[config.mk]
export PLATFORM = sky130hd
export DESIGN_NAME = gpx_i2c_slave
export DESIGN_NICKNAME = d
export VERILOG_FILES = /design/src/rtl/gpx_pkg.sv /design/src/rtl/gpx_sync.sv /design/src/rtl/gpx_i2c_slave.sv
export SDC_FILE = /design/constraint.sdc
export NUM_CORES = 1
export LEC_CHECK = 0
export BUFFER_PORTS_ARGS = -buffer_cell sky130_fd_sc_hd__buf_4
export CORE_UTILIZATION = 64
export CTS_CLUSTER_DIAMETER = 50
export DETAILED_ROUTE_END_ITERATION = 12
export GPL_TIMING_DRIVEN = 0
export PLACE_DENSITY = 0.88
export SKIP_CTS_REPAIR_TIMING = 1
export SLEW_MARGIN = 20
export SYNTH_ARGS = -nofsm -noshare
export SYNTH_HDL_FRONTEND = slang
export SYNTH_HIERARCHICAL = 1
export SYNTH_SLANG_ARGS = --single-unit
export TNS_END_PERCENT = 30
[constraint.sdc]
create_clock -name clk -period 4.65 [get_ports clk]
set_input_delay 0.93 -clock clk [delete_from_list [all_inputs] [get_ports clk]]
set_output_delay 0.93 -clock clk [all_outputs]
set_load 0.03 [all_outputs]
[src/rtl/gpx_pkg.sv]
/*
 * Constants and types shared by the two-wire slave of the GPIO expander.
 * Assumes a 250 MHz core clock; all counts are derived here from it.
 */
package gpx_pkg;
  localparam int          CLK_KHZ       = 250000;
  localparam int          TMO_MS        = 31;
  localparam int          TMO_CYC       = TMO_MS * CLK_KHZ;
  localparam int          TMO_W         = 23;
  localparam logic [4:0]  ADDR_FIXED    = 5'h13;
  localparam logic [7:0]  CFG_OFFSET    = 8'h27;
  localparam int          CFG_TMO_BIT   = 7;
  localparam logic [7:0]  CFG_RESET     = 8'h00;
  localparam logic [7:0]  PTR_RESET     = 8'h00;
  localparam logic [3:0]  BITS_PER_BYTE = 4'h8;
  // Strap node codes delivered by the pad logic
  localparam logic [1:0]  STRAP_GND     = 2'h0;
  localparam logic [1:0]  STRAP_VDD     = 2'h1;
  localparam logic [1:0]  STRAP_SDA     = 2'h2;
  localparam logic [1:0]  STRAP_SCL     = 2'h3;

  typedef enum logic [2:0] {
    ST_IDLE,
    ST_ADDR,
    ST_CMD,
    ST_WDATA,
    ST_ACK,
    ST_TX,
    ST_MACK,
    ST_IGNORE
  } gpx_state_t;
endpackage

[src/rtl/gpx_sync.sv]
/*
 * Two-flop synchroniser for a bundle of independent level inputs.
 * Assumes each bit is a slow level; bits are not coherent with each other.
 */
`timescale 1ns/1ns
module gpx_sync #(
  parameter int W = 1
) (
  input  wire logic         clk,
  input  wire logic         arst_n,
  input  wire logic [W-1:0] d,
  output logic      [W-1:0] q
);
  logic [W-1:0] meta;

  // Idle bus level is high, so reset to ones avoids a false start
  always_ff @(posedge clk or negedge arst_n) begin
    if (!arst_n) begin
      meta <= '1;
      q    <= '1;
    end else begin
      meta <= d;
      q    <= meta;
    end
  end
endmodule

[src/rtl/gpx_i2c_slave.sv]
/*
 * Two-wire serial slave of the GPIO expander: start/stop detection, address
 * match with strap-selected low bits, command pointer with autoincrement,
 * register access port toward the register file, and bus timeout.
 * Assumes SCL and SDA are pin levels from another domain, the register file
 * answers reg_rdata one cycle after reg_rd, and SCL half periods last many
 * core clock cycles.
 */
// Operation
// - The clock pin is input only and the data pin can only be pulled low.
// - Both lines idle high and a stop condition frees the bus.
// - Data falling with clock high is a start, rising is a stop.
// - One bit per clock pulse, held stable while the clock is high.
// - A ninth clocked bit is driven low by the receiver of each byte.
// - The address is five fixed high bits plus two bits from the strap.
// - The bit after the address selects write when zero, read when one.
// - The first write byte sets the pointer and nothing else.
// - Each write data byte goes to the pointer, which then advances.
// - Reads start at the stored pointer and advance after each byte.
// - Bus timeout is on when configuration bit seven is zero.
// - A line held low about 31 ms in a transfer resets the interface.
`timescale 1ns/1ns
module gpx_i2c_slave
  import gpx_pkg::*;
#(
  parameter int TMO_CYCLES = gpx_pkg::TMO_CYC
) (
  input  wire logic       clk,
  input  wire logic       arst_n,
  input  wire logic       scl_in,
  input  wire logic       sda_in,
  output logic            sda_out,
  output logic            sda_oe,
  input  wire logic [1:0] address_strap_input,
  output logic      [7:0] reg_addr,
  output logic      [7:0] reg_wdata,
  output logic            reg_wr,
  output logic            reg_rd,
  input  wire logic [7:0] reg_rdata,
  output logic      [7:0] device_configuration
);
  import gpx_pkg::*;

  if (TMO_CYCLES < 2 || TMO_CYCLES >= (1 << TMO_W)) begin : g_bad_tmo
    $error("TMO_CYCLES outside counter range");
  end

  function automatic logic is_cfg(input logic [7:0] a);
    return a == CFG_OFFSET;
  endfunction

  logic [3:0]  pins_s;
  logic        scl_s;
  logic        sda_s;
  logic        scl_q;
  logic        sda_q;
  logic [1:0]  strap_s;
  logic [1:0]  strap_wait;
  logic        cmd_next;
  logic [1:0]  addr_lo;
  gpx_state_t  state;
  logic [3:0]  bit_cnt;
  logic [7:0]  shreg;
  logic [7:0]  ptr;
  logic        rw;
  logic        fetch;
  logic [TMO_W-1:0] tmo_cnt;

  gpx_sync #(
    .W (4)
  ) u_sync (
    .clk    (clk),
    .arst_n (arst_n),
    .d      ({address_strap_input, sda_in, scl_in}),
    .q      (pins_s)
  );

  // The clock line is only ever sampled here
  assign scl_s   = pins_s[0];
  assign sda_s   = pins_s[1];
  assign strap_s = pins_s[3:2];

  wire scl_rise   = scl_s && !scl_q;
  wire scl_fall   = !scl_s && scl_q;
  wire start_det  = scl_s && scl_q && sda_q && !sda_s;
  wire stop_det   = scl_s && scl_q && !sda_q && sda_s;
  wire rx_state   = state == ST_ADDR || state == ST_CMD ||
                    state == ST_WDATA;
  wire byte_end   = rx_state && scl_fall && bit_cnt == BITS_PER_BYTE;
  wire addr_hit   = shreg[7:1] == {ADDR_FIXED, addr_lo};
  wire addr_miss  = byte_end && state == ST_ADDR && !addr_hit;
  wire tmo_en     = !device_configuration[CFG_TMO_BIT];
  wire tmo_count  = tmo_en && state != ST_IDLE && (!scl_s || !sda_s);
  wire tmo_fire   = tmo_count &&
                    tmo_cnt == TMO_W'(TMO_CYCLES - 1);
  wire [7:0] next_ptr = ptr + 8'h01;
  wire [7:0] rd_mux   = is_cfg(reg_addr) ? device_configuration : reg_rdata;

  always_ff @(posedge clk or negedge arst_n) begin
    if (!arst_n) begin
      scl_q <= 1'b1;
      sda_q <= 1'b1;
    end else begin
      scl_q <= scl_s;
      sda_q <= sda_s;
    end
  end

  // Strap caught once, after the synchroniser has flushed its reset ones
  always_ff @(posedge clk or negedge arst_n) begin
    if (!arst_n) begin
      strap_wait <= 2'h0;
      addr_lo    <= STRAP_GND;
    end else if (strap_wait != 2'h3) begin
      strap_wait <= strap_wait + 2'h1;
      if (strap_wait == 2'h2) begin
        addr_lo <= strap_s;
      end
    end
  end

  // Counts only continuous low time; any idle-high moment restarts it
  always_ff @(posedge clk or negedge arst_n) begin
    if (!arst_n) begin
      tmo_cnt <= '0;
    end else if (!tmo_count || tmo_fire) begin
      tmo_cnt <= '0;
    end else begin
      tmo_cnt <= tmo_cnt + TMO_W'(1);
    end
  end

  always_ff @(posedge clk or negedge arst_n) begin
    if (!arst_n) begin
      sda_out <= 1'b0;
    end else begin
      sda_out <= 1'b0;
    end
  end

  always_ff @(posedge clk or negedge arst_n) begin
    if (!arst_n) begin
      state                <= ST_IDLE;
      sda_oe               <= 1'b0;
      bit_cnt              <= 4'h0;
      shreg                <= 8'h00;
      ptr                  <= PTR_RESET;
      rw                   <= 1'b0;
      fetch                <= 1'b0;
      reg_addr             <= PTR_RESET;
      reg_wdata            <= 8'h00;
      reg_wr               <= 1'b0;
      reg_rd               <= 1'b0;
      device_configuration <= CFG_RESET;
    end else begin
      reg_wr <= 1'b0;
      reg_rd <= 1'b0;
      fetch  <= reg_rd;
      if (fetch) begin
        shreg <= rd_mux;
      end
      if (tmo_fire) begin
        state  <= ST_IDLE;
        sda_oe <= 1'b0;
      end else if (start_det) begin
        state   <= ST_ADDR;
        bit_cnt <= 4'h0;
        sda_oe  <= 1'b0;
      end else if (stop_det) begin
        state  <= ST_IDLE;
        sda_oe <= 1'b0;
      end else begin
        case (state)
          ST_ADDR, ST_CMD, ST_WDATA: begin
            if (scl_rise) begin
              shreg   <= {shreg[6:0], sda_s};
              bit_cnt <= bit_cnt + 4'h1;
            end else if (byte_end) begin
              bit_cnt <= 4'h0;
              sda_oe  <= 1'b1;
              state   <= ST_ACK;
              if (state == ST_ADDR) begin
                rw <= shreg[0];
                if (!addr_hit) begin
                  sda_oe <= 1'b0;
                  state  <= ST_IGNORE;
                end else if (shreg[0]) begin
                  reg_rd   <= 1'b1;
                  reg_addr <= ptr;
                end
              end else if (state == ST_CMD) begin
                ptr <= shreg;
              end else begin
                reg_addr  <= ptr;
                reg_wdata <= shreg;
                reg_wr    <= 1'b1;
                ptr       <= next_ptr;
                if (is_cfg(ptr)) begin
                  device_configuration <= shreg;
                end
              end
            end
          end
          ST_ACK: begin
            if (scl_fall) begin
              if (rw) begin
                sda_oe  <= !shreg[7];
                shreg   <= {shreg[6:0], 1'b0};
                bit_cnt <= 4'h1;
                state   <= ST_TX;
              end else begin
                sda_oe <= 1'b0;
                state  <= cmd_next ? ST_CMD : ST_WDATA;
              end
            end
          end
          ST_TX: begin
            if (scl_fall) begin
              if (bit_cnt == BITS_PER_BYTE) begin
                sda_oe <= 1'b0;
                ptr    <= next_ptr;
                state  <= ST_MACK;
              end else begin
                sda_oe  <= !shreg[7];
                shreg   <= {shreg[6:0], 1'b0};
                bit_cnt <= bit_cnt + 4'h1;
              end
            end
          end
          ST_MACK: begin
            if (scl_rise) begin
              if (!sda_s) begin
                reg_rd   <= 1'b1;
                reg_addr <= ptr;
                bit_cnt  <= 4'h0;
                state    <= ST_TX;
              end else begin
                state <= ST_IGNORE;
              end
            end
          end
          ST_IGNORE, ST_IDLE: begin
            sda_oe <= 1'b0;
          end
          default: begin
            state  <= ST_IDLE;
            sda_oe <= 1'b0;
          end
        endcase
      end
    end
  end

  // First write byte after an address ack is the command byte
  always_ff @(posedge clk or negedge arst_n) begin
    if (!arst_n) begin
      cmd_next <= 1'b0;
    end else if (byte_end) begin
      cmd_next <= state == ST_ADDR;
    end
  end

  AST_OE_ONLY_ACK_TX: assert property (@(posedge clk) disable iff (!arst_n)
    sda_oe |-> (state == ST_ACK || state == ST_TX))
    else $error("data line pulled outside ack or transmit");

  AST_START_ADDR: assert property (@(posedge clk) disable iff (!arst_n)
    (start_det && !tmo_fire) |=> (state == ST_ADDR && bit_cnt == 4'h0))
    else $error("start not followed by address phase");

  AST_STOP_FREE: assert property (@(posedge clk) disable iff (!arst_n)
    (stop_det && !tmo_fire && !start_det) |=> (state == ST_IDLE && !sda_oe))
    else $error("stop did not free the bus");

  AST_ACK_HELD: assert property (@(posedge clk) disable iff (!arst_n)
    (state == ST_ACK && scl_s && !stop_det && !start_det && !tmo_fire)
      |-> sda_oe)
    else $error("ack not held low through clock high");

  AST_TX_STABLE: assert property (@(posedge clk) disable iff (!arst_n)
    (scl_s && $past(scl_s) && !$past(tmo_fire)) |-> $stable(sda_oe))
    else $error("data changed while clock high");

  AST_MISS_IGNORE: assert property (@(posedge clk) disable iff (!arst_n)
    (addr_miss && !tmo_fire && !start_det && !stop_det)
      |=> (state == ST_IGNORE && !sda_oe) [*2])
    else $error("foreign address was acknowledged");

  AST_WR_ADVANCE: assert property (@(posedge clk) disable iff (!arst_n)
    reg_wr |-> (ptr == reg_addr + 8'h01))
    else $error("pointer did not advance after write");

  AST_CFG_STORE: assert property (@(posedge clk) disable iff (!arst_n)
    (reg_wr && is_cfg(reg_addr)) |-> device_configuration == reg_wdata)
    else $error("configuration write not stored");

  AST_TMO_OFF: assert property (@(posedge clk) disable iff (!arst_n)
    device_configuration[CFG_TMO_BIT] |=> tmo_cnt == '0)
    else $error("timeout counting while disabled");

  AST_TMO_RESET: assert property (@(posedge clk) disable iff (!arst_n)
    tmo_fire |=> (state == ST_IDLE && !sda_oe && tmo_cnt == '0))
    else $error("timeout did not reset the interface");

  AST_CMD_ONLY: assert property (@(posedge clk) disable iff (!arst_n)
    (byte_end && state == ST_CMD) |=> (!reg_wr && ptr == $past(shreg)))
    else $error("command byte did more than set the pointer");

  AST_RD_FROM_PTR: assert property (@(posedge clk) disable iff (!arst_n)
    reg_rd |-> ##2 (state != ST_TX || reg_addr == ptr))
    else $error("read not taken from the stored pointer");
endmodule

* Yosys cells after proc, flatten, opt, wreduce, memory -nomap -nowiden *
Index checks and enable logic that the tools add are counted.

cells by class
  mux-type cells = 85
  add/subtract/negate cells = 4
  equal/unequal tests = 38
  bitwise logic cells = 6
  reductions and logical operators = 41

operators by type and width
  operator                                                         number
  8-bit 2-to-1 mux                                                 24
  4-bit 2-to-1 mux                                                 10
  8-bit one-hot mux with 2 select lines                            2
  1-bit 2-to-1 mux                                                 30
  3-bit 2-to-1 mux                                                 10
  5-bit != test, second input constant                             6
  3-bit != test, second input constant                             9
  8-bit one-hot mux with 3 select lines                            1
  23-bit by 1-bit adder with 23-bit output, second input constant  1
  23-bit == test, second input constant                            1
  23-bit 2-to-1 mux                                                1
  2-bit != test, second input constant                             9
  9-bit AND reduction                                              2
  8-bit by 6-bit == test with 1-bit output, second input constant  2
  4-bit one-hot mux with 4 select lines                            1
  7-bit AND reduction                                              2
  7-bit nonzero test                                               2
  3-bit == test, second input constant                             4
  1-bit logical AND                                                12
  3-bit one-hot mux with 4 select lines                            1
  11-bit AND reduction                                             1
  10-bit AND reduction                                             1
  8-bit by 1-bit adder with 8-bit output, second input constant    1
  8-bit AND reduction                                              1
  22 further kinds                                                 40

storage, ports and cells
  bits of input ports = 14
  register bits after elaboration = 90
  output and inout port bits = 28
  word-level logic and storage cells = 194

* Depth between registers and ports, before layout *
Gate-level depths: netlist of the first run.

  depth after elaboration = 11
  mapped depth = 8
  depth with buffers taken out = 8

* Hierarchy *
The synthesis of the first run kept the hierarchy.

modules (own cells, without submodules)
  module         instances  seq. area each (µm²)  area each (µm²)  cells each
  gpx_i2c_slave  1          2054.5                4302.9           415
  gpx_sync       1          210.2                 210.2            8

* Least setup slack after synthesis of the first run *
Ideal clock, no wire load.

  path kind = register to register
  from = register tmo_cnt[0]
  to = register reg_addr[2]
  required time = 4.525 ns
  library setup time = 0.125 ns
  period minus slack after synthesis = 2.181 ns
  path buffers = 0
  data arrival time = 2.056 ns
  path slack = 2.469 ns
  stages on the path, launching flop included = 8
  path through = dfrtp_1 -> ha_1 -> nand3_2 -> or4_4 -> o31a_4 -> nand2_4 -> nor3_4 -> mux2_4

between the ends
  word-level cells in the longest chain between the ends = 4

RTL lines
  what                                   RTL line              source
  from (decl)                            gpx_i2c_slave.sv:67   logic [TMO_W-1:0] tmo_cnt;
  from (signal assigned)                 gpx_i2c_slave.sv:129  tmo_cnt <= tmo_cnt + TMO_W'(1);
  23-bit == test                         gpx_i2c_slave.sv:95   tmo_cnt == TMO_W'(TMO_CYCLES - 1);
  1-bit logical AND                      gpx_i2c_slave.sv:94   wire tmo_fire = tmo_count &&
  1-bit NOT (no source line)             n/a
  11-bit AND reduction (no source line)  n/a
  to (signal assigned)                   gpx_i2c_slave.sv:189  reg_addr <= ptr;
  to (signal assigned)                   gpx_i2c_slave.sv:194  reg_addr <= ptr;
  to (signal assigned)                   gpx_i2c_slave.sv:234  reg_addr <= ptr;
  to (decl)                              gpx_i2c_slave.sv:35   output logic [7:0] reg_addr,

Every way passes these cells.
A chain may end at the register's enable or synchronous reset.

* Worst setup path after layout of the first run *
  from = register shreg[5]
  to = register reg_addr[7]

between the ends
  word-level cells in the longest chain between the ends = 3

RTL lines
  what                                   RTL line              source
  from (decl)                            gpx_i2c_slave.sv:63   logic [7:0] shreg;
  from (signal assigned)                 gpx_i2c_slave.sv:160  shreg <= rd_mux;
  from (signal assigned)                 gpx_i2c_slave.sv:176  shreg <= {shreg[6:0], sda_s};
  from (signal assigned)                 gpx_i2c_slave.sv:208  shreg <= {shreg[6:0], 1'b0};
  7-bit == test                          gpx_i2c_slave.sv:90   wire addr_hit = shreg[7:1] == {ADDR_FIXED, addr_lo};
  3-bit != test (no source line)         n/a
  11-bit AND reduction (no source line)  n/a

Every way passes these cells.

==> summary.txt, run 1 <==
Run status
  • Status: completed

Finish
  • Final nets: 494
  • Reg area: 2260 sq um
  • Fill count: approximately 450
  • Post-route cell area: 5140 sq um
  • P&R area growth vs syn: 13.9%
  • Most common cell after layout, fill and taps aside: dfrtp_1
  • Layout cells sized above 1: 0.259
  • Most frequent cells in the layout: dfrtp_1, nor2_1, buf_4
  • Multi-input logic area: roughly 2100 sq um
  • Core Util, Final: 0.757
  • Ant diodes: 0

STA
  • Final setup vio count: 0
  • Final Cycle Share: 0.532
  • RSZ-0062 raised after global routing: false
  • Max Freq: 404 MHz
  • Post-route minimum period: approximately 2.5 ns
  • Measured slew at the worst slew-check pin: between 0.8 and 0.9 ns
  • Setup TNS: 0 ns
  • Fin. max-slew vios: 0
  • Hold Fails Final Rpt: 0
  • Slew headroom: 0.451
  • Clock skew: approximately 0.016 ns

Setup path
  • CP Cell Sequence: nand4b_1 > nor4_1 > nor3_1 > nor3_4 > mux2_4
  • Crit. End Element: flip-flop
  • WP data arrival: between 2 and 3 ns
  • Critical path's top delay family: simple AND/OR/NAND/NOR gates
  • Crit path required time: 4.91 ns
  • Worst path max stage delay: 0.53 ns
  • Buffers plus inverters on the worst setup path: 0
  • CP max FO: 8
  • Slowest CP cell: nor4_1
  • Startpoint Class: flip-flop
  • Critical path class: flip-flop to flip-flop

Clock tree
  • Clock Path Buffers: 2
  • CTS tree: built
  • Clk slew on worst S/H paths: 0.10 ns
  • Num CTS Buffers: 9
  • Root Buffer: clkbuf_8
  • H-tree levels: 3
  • Worst-Skew Late Latency: about 0.37 ns
  • Num Clock Sinks: 90

Logic synthesis
  • Register area share after synthesis: 0.502
  • Ys flop type: dfrtp_1
  • Number of synthesized register bits: 90
  • Post-synth EDFFs: 0
  • Cell Area, Synth: ~4500 sq um
  • Ys async rst share: 1.00
  • Yosys cell types: 62
  • Largest cells by area after synthesis: dfrtp_1, mux2_2, dfstp_2
  • Syn_area_per_cell: approximately 11 sq um
  • Gate Count Post-Synth: 423
  • Synth warnings: 6
  • Yosys top cell by area: dfrtp_1
  • Syn nets: around 440
  • Synth top area share: 0.444

Die
  • Rows: 30
  • DIE WIDTH: ~86 um
  • Initial core utilization: 0.664
  • Die Area: between 7000 and 8000 sq um
  • Core Box Area: between 6000 and 7000 sq um
  • Die height: approximately 86 um
  • Number of I/O pins: between 40 and 50

Hold path
  • Min-delay worst type: flip-flop to flip-flop

Routing
  • Post-Route WL: slightly above 10,000 um
  • Via/cell ratio: 6.17
  • First drt pass iteration count: 6
  • Vias: around 3.5k
  • WL/cell: 17.5 um
  • Detail Route Antenna Nets: 0
  • DRC: 0
  • Number of DRC markers in iteration 0: around 360

GRT
  • Vias in the first global route: ~3.5k
  • First-pass GRT wire length: 16,600 um
  • Initial antenna violation count: 0
  • GR Util All Layers: 0.293
  • Largest net degree at the start of global routing: 91
  • Total grt overflow: 0

Placed design
  • Final GP Congestion: ~0.92
  • Port buffer count: 40
  • Post-DP HPWL: 6800 um
  • Placed cell area: just under 5000 sq um

Run
  • Maxcap violations: 0

Power
  • Overall power: approximately 0.0022 W
  • Peak VDD IR: between 300 and 400 uV
  • Leak: 2.33 nW
  • P per Cell Area: about 430 nW/um^2
-- Yosys cell counts (2+ instances only) --
library cell / instances
nand3_2: 2
inv_1: 11
mux2_2: 30
nand4_1: 8
o22a_1: 2
nand3_1: 17
a31oi_1: 4
dfrtp_1: 80
mux2_4: 8
o221ai_1: 2
nor2_1: 45
clkbuf_1: 8
dfstp_2: 10
nand2b_1: 4
or3_1: 7
nor2b_1: 6
xor2_1: 14
nand2_1: 29
and4_1: 2
and3_1: 3
xnor2_1: 5
a21oi_1: 30
mux2i_1: 10
ha_1: 6
nand4b_1: 2
nor4_1: 5
o31ai_1: 2
buf_2: 2
or2_2: 2
nor3_1: 10
nor2_2: 2
o21ai_0: 25
-- routing by layer --
metal | vias to the layer above | GRT usage | share of wire
met5 | - | 0 | 0
met4 | 0 | 0.133 | 0.032
met3 | 37 | 0.0529 | 0.046
met2 | 150 | 0.486 | 0.50
met1 | 1739 | 0.376 | 0.42
li1 | 1620 | - | -
-- flip-flops by register name, summed over array words and instances, names as in the netlist --
| signal | count |
|---|---|
| bit_cnt | 4 |
| strap_wait | 2 |
| scl_q | 1 |
| ptr | 8 |
| reg_rd | 1 |
| rw | 1 |
| tmo_cnt | 23 |
| reg_addr | 8 |
| reg_wr | 1 |
| fetch | 1 |
| u_sync/q | 4 |
| reg_wdata | 8 |
| state | 3 |
| u_sync/meta | 4 |
| shreg | 8 |
| device_configuration | 8 |
| addr_lo | 2 |
| sda_oe | 1 |
| sda_q | 1 |
| cmd_next | 1 |
-- stage by stage --
| stage | setup slack (ns) | hold slack [ns] | instances |
|---|---|---|---|
| 2_1_floorplan | 2.47 | 0.345 | 423 |
| 3_3_place_gp | 2.29 | 0.346 | 559 |
| 3_5_place_dp | 2.20 | 0.347 | 559 |
| 4_1_cts | 2.18 | 0.360 | 575 |
| 5_1_grt | 2.05 | 0.367 | 575 |
| 6_report | 2.18 | 0.359 | 575 |
-- report_power, final --
| part | total [W] | switching, W | internal [W] |
|---|---|---|---|
| Combinational | 0.000632 | 0.000376 | 0.000256 |
| Clock | 0.000570 | 0.000311 | 0.000259 |
| Sequential | 0.000989 | 0.000121 | 0.000867 |
| Total | 0.00219 | 0.000809 | 0.00138 |
-- worst paths after layout --
kind | start | endpoint | slack [ns] | cells after the start
worst max-delay path | shreg[5] | reg_addr[7] | 2.18 | 5
worst min-delay path | u_sync/meta[0] | u_sync/q[0] | 0.36 | 0
worst max register to register | shreg[5] | reg_addr[7] | 2.18 | 5
worst min register to register | u_sync/meta[0] | u_sync/q[0] | 0.36 | 0
max in group asynchronous | arst_n | tmo_cnt[13] | 3.50 | 1
min in group asynchronous | arst_n | bit_cnt[0] | 0.60 | 1
-- kinds of logic (layout without fill, tap and decap cells) --
logic type	Yosys count	in the layout	share of synthesized area
buf+inv	23	79	0.0222
mux	48	48	0.124
fa+ha+maj	6	6	0.0166
flops	90	90	0.502
other cells	1	1	0.000831
compound gates	78	78	0.108
simple gates	158	158	0.190
xor+xnor	19	19	0.0369
-- cell type report --
cell class | instances | area share
clock inverters | 7 | 0.0158
inverters | 11 | 0.00803
repair buffers | 40 | 0.0591
multi-input cells | 310 | 0.418
flip-flops and latches | 90 | 0.440
well taps | 96 | 0.0234
plain buffers | 12 | 0.0114
clock buffers | 9 | 0.0241
No activity file was read; power rests on OpenSTA's default activity.
==> run 2, diff against run 1 <==
ABC_AREA = 1   (was default)
CORE_UTILIZATION = 60   (was 64)
PLACE_DENSITY = 0.83   (was 0.88)
clock period = 2.6 ns   (was 4.65 ns; I/O delays follow)
==> summary.txt, run 2 <==
Logic synthesis
  • Number of synthesized register bits: 90 (unchanged)
  • Synth top area share: 0.410 (-0.0333)
  • Synth warnings: 6 (unchanged)
  • Most frequent cell after synthesis: nand2_1
  • Register area share after synthesis: 0.464 (-0.0377)
  • Yosys cell types: 39 (-37%)
  • Syn_area_per_cell: 7.64 sq um (-28%)
  • Syn nets: 659 (+49%)
  • Post-Synth XOR/XNOR Area: 0.0162 (-0.0207)
  • Post-synthesis adder-cell area fraction: 0.0154 (-0.00125)
  • Post-synthesis simple-gate area fraction: 0.333 (+0.143)
  • Mux share of post-synthesis cell area: 0 (-0.124)
  • Ys async rst share: 1.00 (unchanged)
  • Cell Area, Synth: 4880 sq um (+8.1%)
  • Ys flop type: dfrtp_1
  • Post-synthesis compound-gate area fraction: 0.0910 (-0.0165)
  • Yosys top cell by area: dfrtp_1
  • Gate Count Post-Synth: 639 (+51%)
  • Largest cells by area after synthesis: dfrtp_1, nand2_1, inv_1
  • Post-synth EDFFs: 0 (unchanged)
  • Top cells by count, synth: nand2_1, dfrtp_1, inv_1
  • Largest family of logic cells by synthesized area: simple AND/OR/NAND/NOR gates

Clock tree
  • H-tree levels: 3 (unchanged)
  • CTS tree: built
  • Clock Path Buffers: 2 (unchanged)
  • Clk slew on worst S/H paths: 0.10 ns (about the same)
  • Num Clock Sinks: 90 (unchanged)
  • Num CTS Buffers: 9 (unchanged)
  • Root Buffer: clkbuf_8
  • Worst-Skew Late Latency: 0.36 ns (about the same)

Placed design
  • Dpl ws: 0.529 ns (-1.67 ns)
  • Placed cell area: 5310 sq um (+7.6%)
  • DP Cell Count: 781 (+40%)
  • Final GP Congestion: 0.913 (-0.56%)
  • Post-DP HPWL: 8120 um (+20%)
  • Port buffer count: 40 (unchanged)

Finish
  • Ant diodes: 0 (unchanged)
  • Most common cell after layout, fill and taps aside: nand2_1
  • Max FFs per register: 23 (unchanged)
  • Fill count: 613 (+37%)
  • P&R area growth vs syn: 13.4%
  • Layout cells sized above 1: 0.153 (-0.106)
  • Most flop-heavy register: tmo_cnt
  • Post-route cell area: 5530 sq um (+7.6%)
  • Most frequent cells in the layout: nand2_1, dfrtp_1, inv_1
  • Core Util, Final: 0.708 (-0.0484)
  • Cell Count, Final, Fillers Out: 797 (+39%)
  • Final nets: 710 (+44%)

STA
  • Hold Fails Final Rpt: 0 (unchanged)
  • Max Freq: 469 MHz (+16%)
  • Clock skew: 0.0154 ns (-0.000403 ns)
  • Final Cycle Share: 0.820 (+0.288)
  • Final setup vio count: 0 (unchanged)
  • Fin. max-slew vios: 0 (unchanged)
  • Slew headroom: 0.471 (+0.0204)
  • RSZ-0062 raised after global routing: false
  • Setup ws final: 0.469 ns (-1.71 ns)
  • Setup TNS: 0 ns (unchanged)
  • Measured slew at the worst slew-check pin: 0.793 ns (-0.0244 ns)
  • Post-route minimum period: 2.13 ns (-0.341 ns)

Setup path
  • CP max FO: 10 (+2)
  • Reg2Reg Depth: 11 (+6)
  • Startpoint Class: flip-flop
  • Crit. End Element: flip-flop
  • WP data arrival: 2.37 ns (-0.36 ns)
  • Critical path class: flip-flop to flip-flop
  • Crit path required time: 2.84 ns (-2.07 ns)

GRT
  • Initial antenna violation count: 0 (unchanged)
  • GR Util All Layers: 0.280 (-0.0127)
  • First-pass GRT wire length: 18,800 um (+13%)
  • Vias in the first global route: 4,129 (+17%)
  • Total grt overflow: 0 (unchanged)
  • Largest net degree at the start of global routing: 91 (unchanged)

Routing
  • DRC: 0 (unchanged)
  • WL/cell: 13.8 um (-21%)
  • Number of DRC markers in iteration 0: 228 (-36%)
  • First drt pass iteration count: 5 (-1)
  • Detail Route Antenna Nets: 0 (unchanged)
  • Vias: 4,336 (+22%)
  • Via/cell ratio: 5.44 (-12%)
  • Post-Route WL: 11,000 um (+9.5%)

Die
  • Initial core utilization: 0.625 (-0.0393)
  • Die Area: 8500 sq um (+15%)
  • Rows: 32 (+6.7%)
  • Die height: 92.2 um (+7.2%)
  • DIE WIDTH: 92.2 um (+7.2%)
  • Number of I/O pins: 42 (unchanged)
  • Core Box Area: 7810 sq um (+15%)

Run status
  • Status: completed

Run
  • Maxcap violations: 0 (unchanged)

Power
  • P per Cell Area: 860 nW/um^2 (+100%)
  • Peak VDD IR: 522 uV (+71%)
  • Leak: 2.82 nW (+21%)

Hold path
  • Min-delay worst type: primary input to async pin
## run 2: cell types whose count changed after synthesis, moves of 13 or more
cell,before,now
a21oi_1,30,16
inv_1,11,79
mux2_2,30,0
nand2_1,29,191
nand3_1,17,55
nor2_1,45,59
o21ai_0,25,38
## run 2: kinds of logic (layout without fill, tap and decap cells)
kind of cell / Yosys count / after routing
other cells: 1 / 1
compound gates: 79 / 79
xor+xnor: 9 / 9
fa+ha+maj: 6 / 6
flops: 90 / 90
buf+inv: 95 / 151
simple gates: 359 / 359
## run 2: metal layers
| layer | vias to the layer above | routed length, um | track usage |
|---|---|---|---|
| met4 | 0 | 232 | 0.115 |
| met5 | - | 0 | 0 |
| met1 | 2041 | 4860 | 0.361 |
| li1 | 2145 | - | - |
| met2 | 127 | 5420 | 0.477 |
| met3 | 23 | 493 | 0.0373 |
## run 2: final timing paths
kind                                        startpoint                       to  slack (ns)
worst min-delay path                            arst_n  device_configuration[5]        0.21
worst max register to register              tmo_cnt[0]                 shreg[7]        0.47
worst max-delay path                        tmo_cnt[0]                 shreg[7]        0.47
worst min register to register          u_sync/meta[1]              u_sync/q[1]        0.36
max in group asynchronous                       arst_n              tmo_cnt[16]        1.85
min in group clk                address_strap_input[0]           u_sync/meta[2]        0.26
## run 2: area by class of cell
cell class                 count  area (sq um)  area share
timing repair buffer          40           304      0.0550
sequential                    90          2260       0.409
clock inverter                 5          78.8      0.0143
buffer                        11          68.8      0.0124
tap                          102           128      0.0231
multi-input combinational    454          2230       0.403
clock buffer                  11           141      0.0256
inverter                      84           318      0.0575
## run 2: through the flow
| step | power (W) | hold WS [ns] |
|---|---|---|
| floorplan | 0.00317 | 0.224 |
| global placement | 0.00364 | 0.347 |
| detailed placement | 0.00369 | 0.347 |
| CTS | 0.00476 | 0.253 |
| global route | 0.00509 | 0.245 |
| finish | 0.00476 | 0.214 |
## run 2: power breakdown
part           switching [W]  internal, W  leakage (nW)
Combinational        0.00124     0.000571          1.54
Clock               0.000506     0.000567         0.113
Sequential          0.000236      0.00164          1.17
Total                0.00198      0.00278          2.82
## run 2: critical path, cell delays in order, from the launching register on
cell	delay (ns)
dfrtp_1	0.38
ha_1	0.18
nand2_1	0.09
nor2_2	0.21
nand3_1	0.15
nor2_1	0.15
nand3_2	0.14
nand2_1	0.17
inv_2	0.09
nand3_2	0.14
buf_2	0.22
o21ai_0	0.10
